## src/mbrsm_pkg.sv

```systemverilog
// mbrsm_pkg: constants and carrier types of the scan master.
// assumes a 50 MHz system clock and a 32-bit Avalon-MM register bus.
package mbrsm_pkg;
  // ----------------------------------------
  // timing
  // ----------------------------------------
  localparam int CLK_HZ = 50_000_000;
  localparam int CLK_NS = 20;
  localparam int T10MS_NS = 10_000_000;
  localparam int T10MS_CYC = T10MS_NS / CLK_NS;
  // ----------------------------------------
  // register offsets
  // ----------------------------------------
  localparam logic [7:0] A_CTRL = 8'h00;
  localparam logic [7:0] A_CFG = 8'h04;
  localparam logic [7:0] A_TIM = 8'h08;
  localparam logic [7:0] A_STAT = 8'h0c;
  localparam logic [7:0] A_RXC = 8'h10;
  localparam logic [7:0] A_TXC = 8'h14;
  localparam logic [7:0] A_NODE = 8'h40;
  localparam logic [7:0] A_FRM = 8'h80;
  // ----------------------------------------
  // field positions
  // ----------------------------------------
  localparam int CTRL_DV_BIT = 13;
  localparam int CFG_CS_LO = 0;
  localparam int CFG_RESTART = 2;
  localparam int CFG_STATS = 3;
  localparam int CFG_RATE_LO = 4;
  localparam int CFG_D8 = 7;
  localparam int CFG_PAR_LO = 8;
  localparam int CFG_STOP2 = 10;
  localparam int CFG_PHY_LO = 11;
  localparam int TIM_DLM_LO = 0;
  localparam int TIM_TMO_LO = 8;
  localparam int TIM_RTY_LO = 16;
  localparam int TIM_BC_LO = 24;
  localparam int NODE_LEN_LO = 8;
  localparam int NODE_EN = 12;
  localparam int ST_RUN = 0;
  localparam int ST_FATAL = 1;
  localparam int ST_NI_LO = 4;
  localparam int ST_DISC_LO = 8;
  // ----------------------------------------
  // reset values and encodings
  // ----------------------------------------
  localparam logic [31:0] CFG_RST = 32'h000010b9;
  localparam logic [31:0] TIM_RST = 32'h01030a00;
  localparam logic [1:0] CS_OFF = 2'h0;
  localparam logic [1:0] CS_ON = 2'h1;
  localparam logic [1:0] PAR_NONE = 2'h0;
  localparam logic [1:0] PAR_ODD = 2'h1;
  localparam logic [1:0] PHY_232 = 2'h0;
  localparam logic [1:0] PHY_422 = 2'h1;
  localparam logic [1:0] PHY_485 = 2'h2;
  localparam logic [15:0] CRC_INIT = 16'hffff;
  localparam logic [15:0] CRC_POLY = 16'ha001;
  // ----------------------------------------
  // carriers
  // ----------------------------------------
  typedef struct packed {
    logic [7:0] address;
    logic read;
    logic write;
    logic [31:0] writedata;
    logic [3:0] byteenable;
  } mbrsm_avs_req_t;
  typedef struct packed {
    logic [31:0] readdata;
    logic waitrequest;
  } mbrsm_avs_rsp_t;
  typedef struct packed {
    logic rxd232;
    logic rxd422;
    logic rxd485;
  } mbrsm_sub_in_t;
  typedef struct packed {
    logic txd232;
    logic txd422;
    logic txd485;
    logic de485;
  } mbrsm_sub_out_t;
endpackage

```

## src/mbrsm_scan_master.sv

```systemverilog
// mbrsm_scan_master: Modbus RTU scan-list master with serial port.
// assumes synchronous inputs, one clock, Avalon-MM master on avs_i.
//
// Implementation choices: the placing of the registers and the Avalon-MM register port.
`timescale 1ns/1ps
`default_nettype none
module mbrsm_scan_master #(
  parameter int NODES = 8,
  parameter int MAXB = 8,
  parameter int T10_CYC = mbrsm_pkg::T10MS_CYC
) (
  input wire logic ref_clk,
  input wire logic arst_n,
  input wire mbrsm_pkg::mbrsm_avs_req_t avs_i,
  output mbrsm_pkg::mbrsm_avs_rsp_t avs_o,
  input wire mbrsm_pkg::mbrsm_sub_in_t sub_i,
  output mbrsm_pkg::mbrsm_sub_out_t sub_o,
  output logic fatal_o
);
  import mbrsm_pkg::*;

  localparam int IW = $clog2(NODES);
  localparam int BW = $clog2(MAXB);
  localparam int NW = NODES * MAXB / 4;

  typedef enum logic [2:0] {S_IDLE, S_GAP, S_TXB, S_WAIT, S_BCAST, S_HALT} mbrsm_st_t;

  typedef struct packed {
    logic [31:0] ctrl;
    logic [31:0] cfg;
    logic [31:0] tim;
    logic [NODES-1:0][12:0] node;
    logic [NODES*MAXB-1:0][7:0] frm;
    logic [15:0] rxc;
    logic [15:0] txc;
    logic [NODES-1:0] disc;
    logic fatal;
    mbrsm_st_t st;
    logic [IW-1:0] ni;
    logic [3:0] bi;
    logic [15:0] tcrc;
    logic [11:0] sh;
    logic [3:0] nb;
    logic [15:0] bc;
    logic [31:0] tmr;
    logic [7:0] rtry;
    logic rbusy;
    logic [15:0] rbc;
    logic [3:0] rpos;
    logic [11:0] rsh;
    logic [15:0] rcrc;
    logic [7:0] rcnt;
    logic [7:0] rfirst;
    logic rerr;
    logic [7:0] ridle;
    logic ack;
    logic [31:0] rd;
  } mbrsm_state_t;

  mbrsm_state_t s_q, s_d;

  // ----------------------------------------
  // helpers
  // ----------------------------------------
  function automatic logic [15:0] baud_div(input logic [2:0] sel);
    int r;
    unique case (sel)
      3'h0: r = 1200;
      3'h1: r = 2400;
      3'h2: r = 4800;
      3'h3: r = 9600;
      3'h4: r = 19200;
      3'h5: r = 38400;
      default: r = 57600;
    endcase
    return 16'(CLK_HZ / r);
  endfunction

  function automatic logic [3:0] nbits(input logic [31:0] c);
    return 4'(1 + (c[CFG_D8] ? 8 : 7) + (c[CFG_PAR_LO +: 2] != PAR_NONE ? 1 : 0)
      + (c[CFG_STOP2] ? 2 : 1));
  endfunction

  // lsb-first character image: start, data, parity, stop(s)
  function automatic logic [11:0] mkchar(input logic [7:0] d, input logic [31:0] c);
    logic [11:0] v;
    logic p;
    int k;
    v = 12'hfff;
    v[0] = 1'b0;
    p = c[CFG_D8] ? ^d : ^d[6:0];
    for (k = 0; k < 8; k++) begin
      if (k < 7 || c[CFG_D8]) begin
        v[k+1] = d[k];
      end
    end
    k = c[CFG_D8] ? 9 : 8;
    if (c[CFG_PAR_LO +: 2] != PAR_NONE) begin
      v[k] = (c[CFG_PAR_LO +: 2] == PAR_ODD) ? ~p : p;
    end
    return v;
  endfunction

  function automatic logic [15:0] crc_upd(input logic [15:0] c, input logic [7:0] b);
    logic [15:0] r;
    r = c ^ {8'h00, b};
    for (int i = 0; i < 8; i++) begin
      r = r[0] ? ((r >> 1) ^ CRC_POLY) : (r >> 1);
    end
    return r;
  endfunction

  // idle of 3.5 characters, in bit times
  function automatic logic [7:0] t35(input logic [31:0] c);
    return 8'((7 * nbits(c) + 1) / 2);
  endfunction

  function automatic logic [31:0] gap(input mbrsm_state_t s);
    if (s.tim[TIM_DLM_LO +: 8] == 8'h00) begin
      return 32'(t35(s.cfg)) * 32'(baud_div(s.cfg[CFG_RATE_LO +: 3]));
    end
    return 32'(s.tim[TIM_DLM_LO +: 8]) * 32'(T10_CYC);
  endfunction

  // byte k of the current frame: address, stored bytes, crc lo, crc hi
  function automatic logic [7:0] txbyte(input mbrsm_state_t s, input logic [3:0] k);
    logic [3:0] len;
    len = s.node[s.ni][NODE_LEN_LO +: 4];
    if (k == 4'h0) begin
      return s.node[s.ni][7:0];
    end
    if (k <= len) begin
      return s.frm[{s.ni, BW'(k - 4'h1)}];
    end
    return (k == len + 4'h1) ? s.tcrc[7:0] : s.tcrc[15:8];
  endfunction

  function automatic logic [31:0] be_merge(input logic [31:0] o, input logic [31:0] w,
                                           input logic [3:0] be);
    logic [31:0] r;
    r = o;
    for (int j = 0; j < 4; j++) begin
      if (be[j]) begin
        r[8*j +: 8] = w[8*j +: 8];
      end
    end
    return r;
  endfunction

  // ----------------------------------------
  // next state
  // ----------------------------------------
  always_comb begin
    logic [1:0] cs;
    logic go;
    logic rxd;
    logic adv;
    logic rend;
    logic valid;
    logic [15:0] div;
    logic [3:0] len;
    logic [7:0] b;
    logic [11:0] chr;
    logic [11:0] msk;
    logic [7:0] d7;
    logic [7:0] a;
    int w;
    s_d = s_q;
    cs = s_q.cfg[CFG_CS_LO +: 2];
    go = (cs != CS_ON) || s_q.ctrl[CTRL_DV_BIT];
    div = baud_div(s_q.cfg[CFG_RATE_LO +: 3]);
    len = s_q.node[s_q.ni][NODE_LEN_LO +: 4];
    adv = 1'b0;
    b = 8'h00;
    chr = s_q.rsh;
    msk = ~(12'hfff << nbits(s_q.cfg));
    d7 = 8'h00;
    a = avs_i.address;
    w = 0;
    unique case (s_q.cfg[CFG_PHY_LO +: 2])
      PHY_232: rxd = sub_i.rxd232;
      PHY_422: rxd = sub_i.rxd422;
      default: rxd = sub_i.rxd485;
    endcase

    // receiver, idle while our own frame is on the line
    rend = !s_q.rbusy && s_q.rcnt != 8'h00 && s_q.ridle >= t35(s_q.cfg);
    valid = !s_q.rerr && s_q.rcnt >= 8'h04 && s_q.rcrc == 16'h0000;
    if (rend) begin
      s_d.rcnt = 8'h00;
      s_d.rerr = 1'b0;
      s_d.rcrc = CRC_INIT;
      if (valid && s_q.cfg[CFG_STATS]) begin
        s_d.rxc = s_q.rxc + 16'h0001;
      end
    end
    if (s_q.rbusy) begin
      if (s_q.rbc == 16'h0000) begin
        chr[s_q.rpos] = rxd;
        s_d.rsh = chr;
        s_d.rbc = div - 16'h0001;
        s_d.rpos = s_q.rpos + 4'h1;
        if (s_q.rpos == nbits(s_q.cfg) - 4'h1) begin
          s_d.rbusy = 1'b0;
          d7 = s_q.cfg[CFG_D8] ? chr[8:1] : {1'b0, chr[7:1]};
          if ((chr & msk) != (mkchar(d7, s_q.cfg) & msk)) begin
            s_d.rerr = 1'b1;
          end
          s_d.rcrc = crc_upd(s_d.rcrc, d7);
          s_d.rcnt = s_d.rcnt + 8'h01;
          if (s_d.rcnt == 8'h01) begin
            s_d.rfirst = d7;
          end
        end
      end else begin
        s_d.rbc = s_q.rbc - 16'h0001;
      end
    end else if (!rxd && s_q.st != S_TXB) begin
      s_d.rbusy = 1'b1;
      s_d.rpos = 4'h0;
      s_d.rbc = div >> 1;
      s_d.ridle = 8'h00;
    end else if (s_q.rbc == 16'h0000) begin
      s_d.rbc = div - 16'h0001;
      if (s_q.ridle != 8'hff) begin
        s_d.ridle = s_q.ridle + 8'h01;
      end
    end else begin
      s_d.rbc = s_q.rbc - 16'h0001;
    end

    // scan engine, master only
    unique case (s_q.st)
      S_IDLE: begin
        if (go) begin
          if (!s_q.node[s_q.ni][NODE_EN]) begin
            adv = 1'b1;
          end else if (len == 4'h0 || len > 4'(MAXB)) begin
            if (s_q.cfg[CFG_RESTART]) begin
              s_d.ni = '0;
              s_d.disc = '0;
              s_d.rtry = 8'h00;
            end else begin
              s_d.fatal = 1'b1;
              s_d.st = S_HALT;
            end
          end else begin
            s_d.st = S_GAP;
            s_d.tmr = gap(s_q);
            s_d.bi = 4'h0;
            s_d.tcrc = CRC_INIT;
          end
        end
      end
      S_GAP: begin
        if (s_q.tmr == 32'h0) begin
          b = txbyte(s_q, 4'h0);
          s_d.sh = mkchar(b, s_q.cfg);
          s_d.nb = nbits(s_q.cfg);
          s_d.bc = div - 16'h0001;
          s_d.tcrc = crc_upd(CRC_INIT, b);
          s_d.st = S_TXB;
        end else begin
          s_d.tmr = s_q.tmr - 32'h1;
        end
      end
      S_TXB: begin
        if (s_q.bc != 16'h0000) begin
          s_d.bc = s_q.bc - 16'h0001;
        end else if (s_q.nb != 4'h1) begin
          s_d.bc = div - 16'h0001;
          s_d.sh = s_q.sh >> 1;
          s_d.nb = s_q.nb - 4'h1;
        end else if (s_q.bi == len + 4'h2) begin
          if (s_q.cfg[CFG_STATS]) begin
            s_d.txc = s_q.txc + 16'h0001;
          end
          if (s_q.node[s_q.ni][7:0] == 8'h00) begin
            s_d.st = S_BCAST;
            s_d.tmr = 32'(s_q.tim[TIM_BC_LO +: 8]) * 32'(T10_CYC);
          end else begin
            s_d.st = S_WAIT;
            s_d.tmr = 32'(s_q.tim[TIM_TMO_LO +: 8]) * 32'(T10_CYC);
          end
        end else begin
          b = txbyte(s_q, s_q.bi + 4'h1);
          s_d.bi = s_q.bi + 4'h1;
          s_d.sh = mkchar(b, s_q.cfg);
          s_d.nb = nbits(s_q.cfg);
          s_d.bc = div - 16'h0001;
          if (s_q.bi < len) begin
            s_d.tcrc = crc_upd(s_q.tcrc, b);
          end
        end
      end
      S_WAIT: begin
        if (rend && valid && s_q.rfirst == s_q.node[s_q.ni][7:0]) begin
          s_d.disc[s_q.ni] = 1'b0;
          adv = 1'b1;
        end else if (s_q.tmr == 32'h0) begin
          if (s_q.rtry >= s_q.tim[TIM_RTY_LO +: 8]) begin
            s_d.disc[s_q.ni] = 1'b1;
            adv = 1'b1;
          end else begin
            s_d.rtry = s_q.rtry + 8'h01;
            s_d.st = S_GAP;
            s_d.tmr = gap(s_q);
          end
        end else begin
          s_d.tmr = s_q.tmr - 32'h1;
        end
      end
      S_BCAST: begin
        if (s_q.tmr == 32'h0) begin
          adv = 1'b1;
        end else begin
          s_d.tmr = s_q.tmr - 32'h1;
        end
      end
      S_HALT: begin
        s_d.st = S_HALT;
      end
    endcase
    if (adv) begin
      s_d.ni = s_q.ni + 1'b1;
      s_d.rtry = 8'h00;
      s_d.st = S_IDLE;
    end

    // bus slave: one wait state, write lands on the releasing edge
    s_d.ack = (avs_i.read || avs_i.write) && !s_q.ack;
    if (a >= A_FRM && a < A_FRM + 8'(4 * NW)) begin
      w = int'((a - A_FRM) >> 2);
    end
    if (avs_i.read && !s_q.ack) begin
      s_d.rd = 32'h0;
      if (a == A_CTRL && cs != CS_OFF) begin
        s_d.rd = s_q.ctrl;
      end else if (a == A_CFG) begin
        s_d.rd = s_q.cfg;
      end else if (a == A_TIM) begin
        s_d.rd = s_q.tim;
      end else if (a == A_STAT && cs != CS_OFF) begin
        s_d.rd[ST_RUN] = go && s_q.st != S_HALT;
        s_d.rd[ST_FATAL] = s_q.fatal;
        s_d.rd[ST_NI_LO +: IW] = s_q.ni;
        s_d.rd[ST_DISC_LO +: NODES] = s_q.disc;
      end else if (a == A_RXC) begin
        s_d.rd = {16'h0000, s_q.rxc};
      end else if (a == A_TXC) begin
        s_d.rd = {16'h0000, s_q.txc};
      end else if (a >= A_NODE && a < A_NODE + 8'(4 * NODES)) begin
        s_d.rd = {19'h0, s_q.node[IW'((a - A_NODE) >> 2)]};
      end else if (a >= A_FRM && a < A_FRM + 8'(4 * NW)) begin
        s_d.rd = {s_q.frm[4*w+3], s_q.frm[4*w+2], s_q.frm[4*w+1], s_q.frm[4*w]};
      end
    end
    if (avs_i.write && s_q.ack) begin
      if (a == A_CTRL && cs != CS_OFF) begin
        s_d.ctrl = be_merge(s_q.ctrl, avs_i.writedata, avs_i.byteenable);
      end else if (a == A_CFG) begin
        s_d.cfg = be_merge(s_q.cfg, avs_i.writedata, avs_i.byteenable);
      end else if (a == A_TIM) begin
        s_d.tim = be_merge(s_q.tim, avs_i.writedata, avs_i.byteenable);
      end else if (a >= A_NODE && a < A_NODE + 8'(4 * NODES)) begin
        s_d.node[IW'((a - A_NODE) >> 2)] = 13'(be_merge(
          {19'h0, s_q.node[IW'((a - A_NODE) >> 2)]}, avs_i.writedata, avs_i.byteenable));
      end else if (a >= A_FRM && a < A_FRM + 8'(4 * NW)) begin
        for (int j = 0; j < 4; j++) begin
          if (avs_i.byteenable[j]) begin
            s_d.frm[4*w+j] = avs_i.writedata[8*j +: 8];
          end
        end
      end
    end
  end

  always_ff @(posedge ref_clk or negedge arst_n) begin
    if (!arst_n) begin
      s_q <= '0;
      s_q.cfg <= CFG_RST;
      s_q.tim <= TIM_RST;
      s_q.tcrc <= CRC_INIT;
      s_q.rcrc <= CRC_INIT;
      s_q.ridle <= 8'hff;
    end else begin
      s_q <= s_d;
    end
  end

  // ----------------------------------------
  // outputs
  // ----------------------------------------
  logic line;
  assign line = (s_q.st == S_TXB) ? s_q.sh[0] : 1'b1;
  assign avs_o.readdata = s_q.rd;
  assign avs_o.waitrequest = (avs_i.read || avs_i.write) && !s_q.ack;
  assign sub_o.txd232 = (s_q.cfg[CFG_PHY_LO +: 2] == PHY_232) ? line : 1'b1;
  assign sub_o.txd422 = (s_q.cfg[CFG_PHY_LO +: 2] == PHY_422) ? line : 1'b1;
  assign sub_o.txd485 = (s_q.cfg[CFG_PHY_LO +: 2] == PHY_485) ? line : 1'b1;
  assign sub_o.de485 = (s_q.cfg[CFG_PHY_LO +: 2] == PHY_485) && s_q.st == S_TXB;
  assign fatal_o = s_q.fatal;
endmodule
`default_nettype wire

```

## config.mk

```make
export PLATFORM = sky130hd
export DESIGN_NAME = mbrsm_scan_master
export DESIGN_NICKNAME = d
export VERILOG_FILES = /design/src/mbrsm_pkg.sv /design/src/mbrsm_scan_master.sv
export SDC_FILE = /design/constraint.sdc
export NUM_CORES = 2
export LEC_CHECK = 0
export BUFFER_PORTS_ARGS = -buffer_cell sky130_fd_sc_hd__buf_2
export CORE_ASPECT_RATIO = 0.5
export CORE_MARGIN = 3
export CORE_UTILIZATION = 45
export CTS_CLUSTER_SIZE = 20
export DETAILED_ROUTE_END_ITERATION = 7
export PLACE_DENSITY = 0.62
export RECOVER_POWER = 50
export SKIP_LAST_GASP = 1
export SLEW_MARGIN = 5
export SYNTH_ARGS = -nofsm -noshare
export SYNTH_HDL_FRONTEND = slang
export SYNTH_SLANG_ARGS = --single-unit
```

## constraint.sdc

```tcl
create_clock -name ref_clk -period 49.6 [get_ports ref_clk]
set_input_delay 2.48 -clock ref_clk [delete_from_list [all_inputs] [get_ports ref_clk]]
set_output_delay 2.48 -clock ref_clk [all_outputs]
set_load 0.05 [all_outputs]
```

==> reports/results.ini <==
[timing]
slew_headroom_pct=-482
fin_crit_sh_pct=93.5
setup_viol=0
hold_viol_final=0
setup_slack_ps=3240
fmax_ghz=0.0216
final_max_slew_viol_count=854
worst_pin_slew_ps=8730
period_minus_slack_ps=46360
finClkSkew_ps=59.3
whs_ps=478

[setup_path]
r2r_slack_ps=3240
worst_path_largest_cell_delay_ps=730
critical_path_buf_inv_count=19
crit_arrival_ps=46930
r2r_end=s_q[136]
cp-end-kind=flop
crit_type=reg -> reg
worstPathRequired_ps=50170
critPathMaxFanout=22
r2r_start=s_q[899]
crit_path_frequent_cell=ha_1
reg2regPathDepth=240
crit_path_start_kind=flop
cp_slowest_cell=dfstp_4
path_delay_family=compound AO/OA/AOI/OAI gates

[finish]
final_cell_mix=dfrtp_1 (904), mux2_2 (745), nor2_1 (647)
fin_area_um2=82200
n_fill_cell=15400
nets=8471
fin_cells=10100
layout_commonest_cell=dfrtp_1
drive_gt1_share_pct=20.9
areaGrowthSynthToFinish_pct=9.86

[logic_synthesis]
avgSynthCellArea_um2=9.59
async_flop_share_pct=100
ys.flop_type=dfrtp_1
synth-edff-count=0
ys_types=130
syn-cell-area_um2=74800
synthCells=7795
synth-seq-cells=958
yosys_warnings=0
ys_seq_area_share_pct=32.1

[detailed_routing]
firstDrtPassIters=8
drc_errors=1
vias_per_cell=6.49
ant_nets=0
avgRoutedWirePerCell_um=27.4
drt_iter0_markers=7719
num_vias=65700
wl_um=278000

[clock_tree]
clock_latency_ps=760
h-tree-depth=3
cts_tree=done
cts_hold_buf=0
cts_made_buffers=98
cts.sinks=958
cts.reportedPaths.clkPinSlew_ps=70
cts_root_buf=clkbuf_16
ctsLongestPathBuffers=3

[power]
p_clk_share_pct=15.5
p_int_mw=2.69
ir_drop_mv=0.183
p_sw_mw=2.56
powerDensity_nw_per_um2=63.9
seqPwrFrac_pct=17.6
combPwrFrac_pct=66.9
power_mw=5.25
power_leakage_nw=37.7
p_sw_share_pct=48.7

[grt]
gr-total-overflow=0
grtUsageTotal_pct=31.5
grt_start_max_net_pins=164
grt_pass1_vias=63200
antenna_found_initial=15
grt_pass1_wl_um=411000

[place]
pre_cts_slack_ps=1100
place_hpwl_um=196000
dp_cells=9897
gp_congestion=0.981
place_area_um2=78400
port_buffers=88

[floorplanning]
die-area_um2=171000
initial_core_util_pct=45.5
die_h_um=294
core_area_um2=164000
rows=105
die_x_um=583
io-pin-count=89

[outcome]
status=finished, violations left
violations=DRC, capacitance limit, slew limit

[min_path]
hold-path-cell-count=2
hold_class=reg -> reg
min_from=avs_o[30]
whs_endpoint=avs_o[30]

[job]
max-cap-violations=17

==> what timing repair did <==
item | 4_1_cts | 5_1_grt
buffers inserted | 0 | 32
setup endpoints to repair | 0 | 21
gates resized for setup | 0 | 62
==> worst max path at each step <==
stage	start	to	slack, ps	cells past startpoint
after CTS	s_q[898]	s_q[136]	870	241
after detailed placement	s_q[898]	s_q[136]	1100	242
after global placement	s_q[898]	s_q[136]	1820	239
final	s_q[899]	s_q[136]	3240	240
after floorplan	s_q[898]	s_q[136]	1260	258
after global routing	s_q[899]	s_q[136]	-190	243
==> flip-flops by register name (all words and copies together) (netlist names) <==
signal,flops
avs_o,32
s_q,925
fatal_o,1
==> metrics by stage <==
step           TNS [ps]  utilization [%]
2_1_floorplan         0                -
3_3_place_gp          0             47.6
3_5_place_dp          0             47.6
4_1_cts               0             49.8
5_1_grt            -359             49.9
6_report              0             49.9
==> final cells by class <==
class                      instances  area, um^2  area share [%]
antenna                            8        20.0          0.0244
timing repair buffer             399        2650            3.22
tap                             2193        2740            3.34
inverter                         339        1280            1.56
sequential                       958       24100            29.3
clock buffer                     140        2880            3.51
multi-input combinational       6041       47900            58.3
clock inverter                    43         616           0.749
==> worst register-to-register path, delay by kind of cell, from the launching register on <==
family	cells	cell delay, ps
multiplexers	3	890
buffers and inverters	19	2490
XOR/XNOR	4	560
AO/OA/AOI/OAI	122	22730
AND/OR/NAND/NOR	66	10330
flip-flops	1	730
adder cells (fa/ha/maj)	26	8560
==> synth_stat cells, types with 59 or more instances <==
cell / instances / area, um^2
a21o_1: 146 / 1100
a21oi_1: 405 / 2030
a31oi_1: 71 / 444
buf_1: 79 / 297
clkbuf_1: 326 / 1220
dfrtp_1: 907 / 22700
fa_1: 111 / 2220
ha_1: 472 / 5910
inv_1: 329 / 1230
mux2_2: 746 / 8400
mux2i_1: 98 / 981
mux4_2: 181 / 4080
nand2_1: 615 / 2310
nand2b_1: 75 / 469
nand3_1: 142 / 711
nor2_1: 660 / 2480
nor2b_1: 59 / 369
nor3_1: 150 / 751
o21a_1: 61 / 458
o21ai_0: 464 / 2320
o22ai_1: 246 / 1540
xnor2_1: 235 / 2060
xor2_1: 133 / 1160
==> cells by family after synthesis <==
kind of cell,count (synthesis),share of synthesized area (%)
fa+ha+maj,583,10.9
xor+xnor,368,4.31
flops,958,32.1
other cells,2,0.0100
mux,1029,18.1
compound gates,1991,17.4
simple gates,2061,12.9
buf+inv,803,4.28
==> metal layers <==
| layer | global-route usage, % | up-vias | share of wire (%) |
|---|---|---|---|
| li1 | - | 28700 | - |
| met1 | 40.9 | 32600 | 40 |
| met2 | 48.5 | 3462 | 44 |
| met3 | 7.86 | 880 | 9.6 |
| met4 | 17.1 | 12 | 6.3 |
| met5 | 0.274 | - | 0.044 |
==> power groups by stage <==
stage | Clock [mW] | Sequential [mW] | Combinational [mW]
after CTS | 0.820 | 0.922 | 3.41
after global placement | 0 | 0.935 | 3.40
after floorplan | 0 | 0.907 | 2.54
after global routing | 0.852 | 0.933 | 3.85
final | 0.813 | 0.925 | 3.51
after detailed placement | 0 | 0.936 | 3.39
No activity file was read; power rests on OpenSTA's default activity.
